**config.mk**
```make
export PLATFORM = sky130hd
export DESIGN_NAME = epcb_bank
export DESIGN_NICKNAME = d
export VERILOG_FILES = /design/src/inc/epcb_pkg.sv /design/src/epcb_bank.sv
export VERILOG_INCLUDE_DIRS = /design/src /design/src/inc
export SDC_FILE = /design/constraint.sdc
export NUM_CORES = 1
export LEC_CHECK = 0
export ABC_AREA = 1
export BUFFER_PORTS_ARGS = -buffer_cell sky130_fd_sc_hd__buf_2
export CAP_MARGIN = 20
export CORE_ASPECT_RATIO = 1.5
export CORE_UTILIZATION = 58
export CTS_CLUSTER_DIAMETER = 100
export CTS_CLUSTER_SIZE = 14
export DETAILED_ROUTE_END_ITERATION = 10
export HOLD_SLACK_MARGIN = 0.12
export PLACE_DENSITY = 0.87
export SLEW_MARGIN = 15
export SYNTH_ARGS = -nofsm -noshare
export SYNTH_HDL_FRONTEND = slang
export SYNTH_SLANG_ARGS = --single-unit
```
**constraint.sdc**
```tcl
create_clock -name sys_clk -period 2.9 [get_ports sys_clk]
set_input_delay 0.58 -clock sys_clk [delete_from_list [all_inputs] [get_ports sys_clk]]
set_output_delay 0.58 -clock sys_clk [all_outputs]
set_load 0.01 [all_outputs]
```
**src/inc/epcb_defines.svh**
```systemverilog
// offsets, field positions, reset values and timing counts of the port config bank
`ifndef EPCB_DEFINES_SVH
`define EPCB_DEFINES_SVH
`define EPCB_NPORTS 9
`define EPCB_FIBRE_PORT 7
`define EPCB_EXP_PORT 8
`define EPCB_OFS_SIG 8'h00
`define EPCB_OFS_CFG_FIRST 8'h01
`define EPCB_OFS_CFG_LAST 8'h09
`define EPCB_WIDX_FIRST 4'h1
`define EPCB_WIDX_LAST 4'h9
`define EPCB_WIDX_STEP 4'h1
`define EPCB_CFG_DEFAULT 16'h040f
`define EPCB_SIG_DEFAULT 16'h5a3c
`define EPCB_SYNC_WAIT 2'h2
`define EPCB_CNT_STEP 2'h1
`define EPCB_B_XOVER 15
`define EPCB_B_FIBRE 14
`define EPCB_B_VLAN_HI 13
`define EPCB_B_VLAN_LO 10
`define EPCB_B_PRIO_HI 9
`define EPCB_B_PRIO_LO 8
`define EPCB_B_PORT_PRIO 7
`define EPCB_B_TOS_FIRST 6
`define EPCB_B_PORT_OFF 5
`define EPCB_B_TAGGED 4
`define EPCB_B_CAP_HI 3
`define EPCB_B_CAP_LO 0
`define EPCB_PRIO_Q0 2'h0
`endif

```
**src/inc/epcb_pkg.sv**
```systemverilog
// types of the port config bank
package epcb_pkg;
  typedef enum logic [2:0] {
    EPCB_ST_SYNC = 3'b000,
    EPCB_ST_SIG_REQ = 3'b001,
    EPCB_ST_SIG_WAIT = 3'b010,
    EPCB_ST_CFG_REQ = 3'b011,
    EPCB_ST_CFG_WAIT = 3'b100,
    EPCB_ST_RUN = 3'b101
  } epcb_state_t;

  typedef enum logic [1:0] {
    EPCB_PRI_PORT = 2'b00,
    EPCB_PRI_VLAN = 2'b01,
    EPCB_PRI_TOS = 2'b10
  } epcb_pri_src_t;

  // effective per-port settings handed to the switch core
  typedef struct packed {
    logic auto_mdix;
    logic fibre;
    logic [3:0] port_vlan_low_bits;
    logic queue_hi;
    epcb_pri_src_t pri_src;
    logic enabled;
    logic tagged_port;
    logic duplex_cap;
    logic speed_cap;
    logic autoneg_cap;
    logic pause_cap;
  } epcb_port_eff_t;

  // request toward the eeprom word reader
  typedef struct packed {
    logic req;
    logic [7:0] addr;
  } epcb_ee_req_t;

  typedef struct packed {
    logic valid;
    logic [15:0] data;
  } epcb_ee_rsp_t;

  // whole state of the bank
  typedef struct packed {
    epcb_state_t st;
    logic [1:0] sync_cnt;
    logic [3:0] widx;
    logic [1:0] strap_meta;
    logic [1:0] strap_sync;
    logic crossover_strap;
    logic port7_fibre_strap;
    logic sig_match;
    logic loaded;
    logic [15:0] rdata;
    logic [8:0][15:0] cfg;
    epcb_port_eff_t [8:0] eff;
  } epcb_regs_t;
endpackage

```
**src/epcb_bank.sv**
```systemverilog
// eeprom-loaded per-port configuration register bank
//
// Implementation choice: the strobed register port.
`include "epcb_defines.svh"

module epcb_bank #(
  parameter logic [15:0] SIGNATURE = `EPCB_SIG_DEFAULT // arbitrary value
) (
  input wire logic sys_clk,
  input wire logic sys_rst,
  input wire logic [7:0] reg_addr,
  input wire logic [15:0] reg_wdata,
  input wire logic reg_wr,
  input wire logic reg_rd,
  output logic [15:0] reg_rdata,
  output epcb_pkg::epcb_ee_req_t ee_req,
  input wire epcb_pkg::epcb_ee_rsp_t ee_rsp,
  input wire logic crossover_strap,
  input wire logic port7_fibre_strap,
  input wire logic tag_mode,
  output logic cfg_done,
  output logic sig_match,
  output epcb_pkg::epcb_port_eff_t [8:0] port_eff
);
  epcb_pkg::epcb_regs_t s_q;
  epcb_pkg::epcb_regs_t s_d;

  // next-state logic: loader, host access, effective settings
  always_comb begin
    logic [15:0] w;
    logic [3:0] hidx;
    w = 16'h0000;
    hidx = 4'h0;
    s_d = s_q;
    // straps pass two flops before anything looks at them
    s_d.strap_meta = {crossover_strap, port7_fibre_strap};
    s_d.strap_sync = s_q.strap_meta;

    // host writes land before the loader so an eeprom word wins a clash
    if (reg_wr && reg_addr >= `EPCB_OFS_CFG_FIRST && reg_addr <= `EPCB_OFS_CFG_LAST) begin
      hidx = 4'(reg_addr - `EPCB_OFS_CFG_FIRST);
      s_d.cfg[hidx] = reg_wdata;
    end
    // a write to the signature offset falls through unmapped, no effect

    // read data valid the cycle after the strobe, zero when unmapped
    s_d.rdata = 16'h0000;
    if (reg_rd) begin
      if (reg_addr == `EPCB_OFS_SIG) begin
        s_d.rdata = SIGNATURE;
      end else if (reg_addr >= `EPCB_OFS_CFG_FIRST && reg_addr <= `EPCB_OFS_CFG_LAST) begin
        s_d.rdata = s_q.cfg[4'(reg_addr - `EPCB_OFS_CFG_FIRST)];
      end
    end

    case (s_q.st)
      epcb_pkg::EPCB_ST_SYNC: begin
        // wait for the synchroniser to fill, then freeze the straps once
        if (s_q.sync_cnt == `EPCB_SYNC_WAIT) begin
          s_d.crossover_strap = s_q.strap_sync[1];
          s_d.port7_fibre_strap = s_q.strap_sync[0];
          s_d.widx = 4'h0;
          s_d.st = epcb_pkg::EPCB_ST_SIG_REQ;
        end else begin
          s_d.sync_cnt = s_q.sync_cnt + `EPCB_CNT_STEP;
        end
      end
      epcb_pkg::EPCB_ST_SIG_REQ: begin
        s_d.st = epcb_pkg::EPCB_ST_SIG_WAIT; // word 0 asked first
      end
      epcb_pkg::EPCB_ST_SIG_WAIT: begin
        if (ee_rsp.valid) begin
          if (ee_rsp.data == SIGNATURE) begin
            s_d.sig_match = 1'b1;
            s_d.widx = `EPCB_WIDX_FIRST;
            s_d.st = epcb_pkg::EPCB_ST_CFG_REQ;
          end else begin
            // no further words read, reset defaults stay
            s_d.loaded = 1'b1;
            s_d.st = epcb_pkg::EPCB_ST_RUN;
          end
        end
      end
      epcb_pkg::EPCB_ST_CFG_REQ: begin
        s_d.st = epcb_pkg::EPCB_ST_CFG_WAIT;
      end
      epcb_pkg::EPCB_ST_CFG_WAIT: begin
        if (ee_rsp.valid) begin
          s_d.cfg[4'(s_q.widx - `EPCB_WIDX_STEP)] = ee_rsp.data;
          if (s_q.widx == `EPCB_WIDX_LAST) begin
            s_d.loaded = 1'b1;
            s_d.st = epcb_pkg::EPCB_ST_RUN;
          end else begin
            s_d.widx = s_q.widx + `EPCB_WIDX_STEP;
            s_d.st = epcb_pkg::EPCB_ST_CFG_REQ;
          end
        end
      end
      epcb_pkg::EPCB_ST_RUN: begin
        s_d.st = epcb_pkg::EPCB_ST_RUN;
      end
      default: begin
        s_d.st = epcb_pkg::EPCB_ST_SYNC;
      end
    endcase

    // effective settings, registered so the core sees clean flops
    for (int p = 0; p < `EPCB_NPORTS; p++) begin
      w = s_q.cfg[p];
      s_d.eff[p].auto_mdix = s_q.crossover_strap | w[`EPCB_B_XOVER];
      s_d.eff[p].fibre = 1'b0;
      if (p == `EPCB_FIBRE_PORT) begin
        s_d.eff[p].fibre = s_q.port7_fibre_strap | w[`EPCB_B_FIBRE];
      end
      s_d.eff[p].port_vlan_low_bits = w[`EPCB_B_VLAN_HI:`EPCB_B_VLAN_LO];
      // any nonzero number goes to the high queue, only two exist
      s_d.eff[p].queue_hi = (w[`EPCB_B_PRIO_HI:`EPCB_B_PRIO_LO] != `EPCB_PRIO_Q0);
      if (w[`EPCB_B_PORT_PRIO] || !tag_mode) begin
        s_d.eff[p].pri_src = epcb_pkg::EPCB_PRI_PORT;
      end else if (w[`EPCB_B_TOS_FIRST]) begin
        s_d.eff[p].pri_src = epcb_pkg::EPCB_PRI_TOS;
      end else begin
        s_d.eff[p].pri_src = epcb_pkg::EPCB_PRI_VLAN;
      end
      // expansion port is always enabled, its port-off bit is ignored
      s_d.eff[p].enabled = (p == `EPCB_EXP_PORT) ? 1'b1 : !w[`EPCB_B_PORT_OFF];
      s_d.eff[p].tagged_port = w[`EPCB_B_TAGGED];
      {s_d.eff[p].duplex_cap, s_d.eff[p].speed_cap, s_d.eff[p].autoneg_cap,
       s_d.eff[p].pause_cap} = w[`EPCB_B_CAP_HI:`EPCB_B_CAP_LO];
    end
  end

  // state register, defaults on reset
  always_ff @(posedge sys_clk) begin
    if (sys_rst) begin
      s_q <= '0;
      s_q.cfg <= {`EPCB_NPORTS{`EPCB_CFG_DEFAULT}};
    end else begin
      s_q <= s_d;
    end
  end

  // outputs
  assign reg_rdata = s_q.rdata;
  assign ee_req.req = (s_q.st == epcb_pkg::EPCB_ST_SIG_REQ) || (s_q.st == epcb_pkg::EPCB_ST_CFG_REQ);
  assign ee_req.addr = {4'h0, s_q.widx};
  assign cfg_done = s_q.loaded;
  assign sig_match = s_q.sig_match;
  assign port_eff = s_q.eff;
endmodule // epcb_bank

```
# --- Yosys cells after proc, flatten, opt, wreduce, memory -nomap -nowiden ---
# Cells that the tools add are included.
# W data, S select, Z words.
word_totals:
  register_bits: 312
  inputBits: 48
  output_inout_bits: 162
  word_cells: 259
classes:
  n_addsub: 4
  order_cmp: 6
  n_eq_ne: 15
  mux: 48
  bitwise: 13
  reduce_logical: 54
op_table:
  columns: ["cell", "n"]
  rows:
  - ["$mux W144", 3]
  - ["$bwmux W144", 2]
  - ["$demux W16 S4", 2]
  - ["$mux W126", 1]
  - ["$mux W16", 5]
  - ["$bmux W16 S4", 1]
  - ["$mux W2", 17]
  - ["$mux W4", 5]
  - ["$reduce_bool A2 Y1", 10]
  - ["$reduce_or A2 Y1", 10]
  - ["$pmux W3 S6", 1]
  - ["$eq A16 B15 Y1 const B", 1]
  - ["$mux W3", 5]
  - ["$ne A2 B2 Y1 const B", 7]
  - ["$pmux W4 S3", 1]
  - ["$logic_or A1 B1 Y1", 10]
  - ["$lt A4 B5 Y1 const B", 2]
  - ["$or A1 B1 Y1", 10]
  - ["$logic_not A1 Y1", 9]
  - ["$ge A4 B1 Y1 const B", 2]
  - ["$ge A8 B1 Y1 const B", 1]
  - ["$le A8 B4 Y1 const B", 1]
  - ["$logic_not A8 Y1", 1]
  - ["$sub A4 B1 Y4 const B", 2]
  - ["18 further kinds", 31]

# --- Logic depth before layout (Yosys ltp) ---
# Gate-level depths: netlist of run 1.
logic_depth:
  word_depth: 10
  ltp_mapped: 16
  mapped_depth_nobuf: 12

# --- Least setup slack after synthesis of run 1 ---
# Ideal clock, no wire load.
synth_path:
  path_kind: "input to register"
  startpoint: "input reg_addr[0]"
  endpoint: "register s_q, in the netlist s_d[10]"
  setup_ns: 0.109
  arrival_time_ns: 2.481
  required_time_ns: 2.791
  setup_slack_ns: 0.311
  cell_stages: 15
  path_buffers: 4
  cell_sequence: "buf_2 inv_2 clkbuf_1 ha_1 nand2_1 nand3_1 nand3_4 nor2_4 buf_4 nand2_4 buf_6 nand2_1 nand3_1 nand2_1 inv_1"
synth_between:
  elab_chain_cells: 10
  elab_cells_between_ends: 15
synth_lines:
  columns: ["item", "line", "text"]
  rows:
  - ["start: declaration", "epcb_bank.sv:11", "input wire logic [7:0] reg_addr,"]
  - ["$sub A4 B1 Y4 (no source line)", null, null]
  - ["$lt A4 B5 Y1 (implied by the code) or $ge A4 B1 Y1 (tied branches)", "epcb_bank.sv:42", "s_d.cfg[hidx] = reg_wdata;"]
  - ["$logic_and A1 B1 Y1 (implied by the code)", "epcb_bank.sv:42", null]
  - ["$mux W16 (implied by the code)", "epcb_bank.sv:42", null]
  - ["$demux W16 S4", "epcb_bank.sv:42", null]
  - ["$bwmux W144", "epcb_bank.sv:42", null]
  - ["$mux W144 (*)", "epcb_bank.sv:40", "if (reg_wr && reg_addr >= `EPCB_OFS_CFG_FIRST && reg_addr <= `EPCB_OFS_CFG_LAST) begin"]
  - ["$bwmux W144", "epcb_bank.sv:89", "s_d.cfg[4'(s_q.widx - `EPCB_WIDX_STEP)] = ee_rsp.data;"]
  - ["$mux W144", "epcb_bank.sv:88", "if (ee_rsp.valid) begin"]
  - ["$mux W144 (*)", "epcb_bank.sv:56", "case (s_q.st)"]
  - ["end: declaration", "epcb_bank.sv:25", "epcb_pkg::epcb_regs_t s_q;"]
# Every way passes the cells marked *; elsewhere a longest branch is shown, timed or not.
# A chain may end at the register's enable or synchronous reset.

# --- Worst setup path in the final report of run 1 ---
layout_path:
  startpoint: "register s_q, in the netlist ee_req[0]"
  endpoint: "register s_q, in the netlist s_d[33]"
layout_between:
  elab_chain_cells: 8
  elab_cells_between_ends: 9
layout_lines:
  columns: ["item", "line"]
  rows:
  - ["$sub A4 B1 Y4 (no source line) (*)", null]
  - ["$lt A4 B5 Y1 or $ge A4 B1 Y1 (tied branches)", "epcb_bank.sv:89"]
  - ["$logic_and A1 B1 Y1", "epcb_bank.sv:89"]
  - ["$mux W16", "epcb_bank.sv:89"]
  - ["$demux W16 S4 (*)", "epcb_bank.sv:89"]
  - ["$bwmux W144 (*)", "epcb_bank.sv:89"]
  - ["$mux W144 (*)", "epcb_bank.sv:88"]
  - ["$mux W144 (*)", "epcb_bank.sv:56"]
# Marked as above.

==> results.cfg, run 1 <==
[run_status]
status = completed

[cts]
cts_max_level = 1
cts.repair.resized = 0
tritoncts = done
cts.hold.buffers_added = 0
clk_latency_ns = 0.56
post-cts-setup-buffers = 0
numClockSinks = 304
clk_path_buf_depth = 3
clk_pin_slew_ns = 0.07
numCtsBuffers = 25
cts_root_buffer = clkbuf_16

[critical_path]
crit_chain = inv_1 > ha_1 > xor2_1 > inv_1 > nand3_1 > nor2_2 > inv_2 > nand3_1 > nand2_1
crit_slowest_cell = dfxtp_1
cpPeakStageDelay_ns = 0.50
critPathArrivalTime_ns = 2.82
worstSetupStartpointType = flip-flop
cp_max_fo = 16
required_ns = 3.33
critPathKind = reg2reg
crit_path_end_kind = flip-flop

[timing]
max_slew_margin = 0.285
setup_tns_ns = 0
setup_violations = 0
fin_crit_sh = 0.821
fmaxAchievable_mhz = 420
finalHoldViolCount = 0
worstMarginPinSlew_ns = 1.07
skew_ns = 0.0300
min_period_ns = 2.38
grt_setup_unrepaired = false
slew_violations = 0

[routing]
routedWlPerCell_um = 18.3
postRouteAntennaNets = 0
vias = 14400
drc = 0
routed_wl_mm = 46.3
first_pass_iters = 6
vias_per_cell = 5.70
first_iter_violations = 2073

[die]
dieArea_um2 = 26600
rows = 71
initial_core_util = 0.595
fp.dieW_um = 133
die_h_um = 199
io_pins = 210
core_um2 = 25200

[global_route]
grt_usage = 0.350
grt_pass1_wl_mm = 71.6
grt_max_degree = 234
grt_pass1_vias = 13300
grt.overflow.total = 0
antenna_found_initial = 0

[cells_and_area]
area.growth.synth_to_final_pct = 4.50
antennaDiodeCount = 0
drive_above_1_share = 0.137
mostFrequentLayoutCells = nand2_1, nand3_1, dfxtp_1
mostFrequentLayoutCell = nand2_1
nets = 2256

[logic_synthesis]
avgSynthCellArea_um2 = 6.80
yosysSeqAreaShare = 0.405
synth.distinct_cells = 33
ys_seq_elements = 304
syn_inst = 2208
ys_warn_count = 0
synth_area_um2 = 15000

[power]
p_comb_frac = 0.120
pwr-share-clk = 0.366
power.share.switching = 0.269
power.total_uw = 8450
p_leak_uw = 0.00837
peakVddDrop_mv = 0.485
intPower_uw = 6180
switchingPower_uw = 2270
p_per_area_nw_per_um2 = 538
seq_power_share = 0.513

[placed_design]
gp_congestion = 1.01
numPortBuffers = 197
dp_hpwl_mm = 31.6

[min_path]
hold_path_class = in2reg

[job]
max_cap_viol_count = 0
through the flow:
step / worst slack (ns) / cells / cell area (um^2) / hold WS [ns] / util
after floorplan: 0.311 / 2219 / 15100 / 0.388 / -
after global placement: 0.244 / 2498 / 15000 / 0.396 / 0.596
after detailed placement: 0.232 / 2498 / 15000 / 0.398 / 0.596
after CTS: 0.550 / 2525 / 15700 / 0.227 / 0.622
after global routing: 0.261 / 2525 / 15700 / 0.237 / 0.622
final: 0.518 / 2525 / 15700 / 0.228 / 0.622
worst max-delay path: cells and delay by family, from the launching register on:
family / cells / cell delay, ns
adder cells (fa/ha/maj): 1 / 0.25
buffers and inverters: 3 / 0.53
XOR/XNOR: 1 / 0.18
AND/OR/NAND/NOR: 4 / 0.79
flip-flops: 1 / 0.50
area by class of cell:
class / count / area, um^2
sequential: 304 / 6090
clock inverter: 2 / 38.8
multi-input combinational: 1335 / 6100
clock buffer: 25 / 626
tap: 328 / 410
timing repair buffer: 238 / 1340
fill: 2323 / 9530
inverter: 293 / 1100
registers in the layout (all words and copies together), names as in the netlist:
register   flops
sig_match      1
port_eff     127
s_q           72
s_d           83
reg_rdata     16
ee_req         4
cfg_done       1
cell families after synthesis:
group                      share of synthesized area
AOI/OAI and AO/OA                              0.100
xor gates and xnor gates                     0.00175
adders and majority gates                    0.00916
buffers and inverters                          0.192
DFF                                            0.405
other                                       0.000250
and+or+nand+nor                                0.292
synth_stat cells (all sizes together):
master / n / share of area
or2: 1 / 0.00042
o211ai: 5 / 0.0025
nor2: 207 / 0.056
nor3b: 4 / 0.0020
inv: 288 / 0.072
buf: 209 / 0.099
xnor2: 1 / 0.00058
nand3b: 1 / 0.00050
a21oi: 195 / 0.065
nor3: 15 / 0.0050
clkbuf: 78 / 0.019
nand3: 322 / 0.11
clkinv: 5 / 0.0012
nand2: 454 / 0.12
ha: 11 / 0.0092
a31oi: 1 / 0.00042
nor4: 1 / 0.00042
dfxtp: 304 / 0.41
conb: 1 / 0.00025
o22ai: 2 / 0.00083
nand4: 6 / 0.0025
xor2: 2 / 0.0012
o21ai: 95 / 0.032
power by group through the flow:
stage                     combinational (uW)  sequential (uW)  clock, uW
after detailed placement                 978             4430          0
final                                   1020             4340       3100
after floorplan                          728             4410          0
after global placement                   965             4420          0
after global routing                    1100             4350       3280
after CTS                                985             4330       3120
final timing paths:
path	from	endpoint	slack (ns)	depth (start not counted)
setup / recovery	ee_req[0]	s_d[33]	0.52	9
hold / removal	port7_fibre_strap	s_d[299]	0.23	3
setup reg to reg	ee_req[0]	s_d[33]	0.52	9
hold reg to reg	s_d[299]	s_q[299]	0.41	2
per-layer routing:
layer	wire length, um	GRT usage
met1	16600	0.407
met5	0	0
met2	21300	0.576
met4	4200	0.277
met3	4150	0.0525
No activity file was read; power rests on OpenSTA's default activity.
==> inputs of run 2 (changes only) <==
--- a/config.mk
+++ b/config.mk
@@ -10,12 +10,12 @@
 export BUFFER_PORTS_ARGS = -buffer_cell sky130_fd_sc_hd__buf_2
 export CAP_MARGIN = 20
 export CORE_ASPECT_RATIO = 1.5
-export CORE_UTILIZATION = 58
+export CORE_UTILIZATION = 52
 export CTS_CLUSTER_DIAMETER = 100
 export CTS_CLUSTER_SIZE = 14
 export DETAILED_ROUTE_END_ITERATION = 10
 export HOLD_SLACK_MARGIN = 0.12
-export PLACE_DENSITY = 0.87
+export PLACE_DENSITY = 0.82
 export SLEW_MARGIN = 15
 export SYNTH_ARGS = -nofsm -noshare
 export SYNTH_HDL_FRONTEND = slang
==> constraint.sdc (replaced) <==
create_clock -name sys_clk -period 2.1 [get_ports sys_clk]
set_input_delay 0.42 -clock sys_clk [delete_from_list [all_inputs] [get_ports sys_clk]]
set_output_delay 0.42 -clock sys_clk [all_outputs]
set_load 0.01 [all_outputs]
==> run 2 against run 1 <==
Compared with the run above:
- cell count rose by 3.5%
- first-iteration DRC count decreased by 32%
- largest cell class unchanged
- sequential cell count is the same
- hold slack lost 0.052 ns
- clock power grew 37%
- setup slack got worse by 0.33 ns
- clock-buffer cell count unchanged
- via count increased by 1.2%
- utilization down 3.8 points
- critical path depth did not move
==> results.cfg, run 2 (synthesis gave the netlist of run 1 again) <==
[run_status]
status = completed

[global_route]
grt_pass1_vias = 13400
antenna_found_initial = 1
grt_max_degree = 108
grt.overflow.total = 0
grt_pass1_wl_mm = 72.4
grt_usage = 0.318

[cells_and_area]
nets = 2327
final_area_um2 = 16400
regArea_um2 = 6090
drive_above_1_share = 0.167
final_core_util = 0.584
multi_input_area_um2 = 6160
fill_cells = 2643
largest_reg_flops = 127
area.growth.synth_to_final_pct = 9.50
mostFrequentLayoutCells = nand2_1, nand3_1, dfxtp_1
mostFrequentLayoutCell = nand2_1

[placed_design]
place_area_um2 = 15700
dp_hpwl_mm = 33.9
numPortBuffers = 197
gp_congestion = 0.973

[cts]
cts_root_buffer = clkbuf_16
numClockSinks = 304
tritoncts = done
clk_latency_ns = 0.56
numCtsBuffers = 25
clk_path_buf_depth = 3
cts_max_level = 1
clk_pin_slew_ns = 0.07

[timing]
slew_violations = 0
grt_setup_unrepaired = false
fin_crit_sh = 0.910
worstMarginPinSlew_ns = 0.757
finalHoldViolCount = 0
setup_tns_ns = 0
max_slew_margin = 0.495
min_period_ns = 1.91
setup_violations = 0
fmaxAchievable_mhz = 523
skew_ns = 0.0231

[critical_path]
required_ns = 2.56
crit_path_end_kind = flip-flop
worstSetupStartpointType = flip-flop
critPathKind = reg2reg
critPathArrivalTime_ns = 2.37
cp_max_fo = 11

[routing]
drc = 0
first_iter_violations = 1413
vias_per_cell = 5.57
routedWlPerCell_um = 18.1
vias = 14600
postRouteAntennaNets = 0
routed_wl_mm = 47.4
first_pass_iters = 6

[die]
die_h_um = 210
dieArea_um2 = 29600
initial_core_util = 0.534
fp.dieW_um = 141
rows = 75
core_um2 = 28200
io_pins = 210

[power]
power.total_uw = 11800
peakVddDrop_mv = 0.716
p_per_area_nw_per_um2 = 716
p_leak_uw = 0.00876

[min_path]
hold_path_class = in2reg

[job]
max_cap_viol_count = 0
-- run 2: cell types whose count changed in the layout (fill, tap and decap cells not counted), sizes merged --
cell	before	now
buf	238	307
dlygate4sd3	0	2
diode	0	1
inv	289	288
-- run 2: critical path, cell delays in order, from the launching register on --
cell and delay (ns):
dfxtp_1 0.31, inv_1 0.12, ha_1 0.23, xor2_2 0.20
nand3_2 0.18, nor2_2 0.29, buf_4 0.28, a21oi_1 0.09
nand2_1 0.09, inv_1 0.03
-- run 2: final timing paths --
kind / from / end / slack, ns / cells past startpoint
min reg2reg: s_d[300] / s_q[300] / 0.41 / 2
max: ee_req[0] / s_d[101] / 0.19 / 9
min: ee_rsp[16] / cfg_done / 0.18 / 3
max reg2reg: ee_req[0] / s_d[101] / 0.19 / 9
-- run 2: area by class of cell --
class / count / area share
Clock inverter: 1 / 0.00183
Tap cell: 346 / 0.0263
Sequential cell: 304 / 0.370
Clock buffer: 25 / 0.0380
Multi-Input combinational cell: 1335 / 0.375
Inverter: 293 / 0.0675
Timing Repair Buffer: 309 / 0.122
Antenna cell: 1 / 0.000152
-- run 2: where the power goes --
group	internal, uW	switching (uW)
Combinational	488	1050
Clock	2220	2040
Sequential	5910	73.0
-- run 2: layer usage --
metal  vias up  wire [um]  global-route usage
met2       885      22100               0.529
met1      6545      17100               0.362
met3       264       3630              0.0388
met4         0       4520               0.272
li1       6865          -                   -
met5         -          0                   0
-- run 2: repair_timing --
item,CTS,global route
buffers inserted,0,4
hold buffers,2,0
endpoints found under the setup margin,0,37
resized for setup,0,10
hold endpoints to repair,2,0
-- run 2: through the flow --
| step | instances | hold slack (ns) | setup slack [ns] |
|---|---|---|---|
| finish | 2614 | 0.176 | 0.189 |
| global route | 2614 | 0.194 | 0.0288 |
| CTS | 2609 | 0.167 | 0.0749 |
| detailed placement | 2581 | 0.397 | -0.417 |
| global placement | 2581 | 0.394 | -0.317 |
| floorplan | 2219 | 0.388 | 0.000267 |
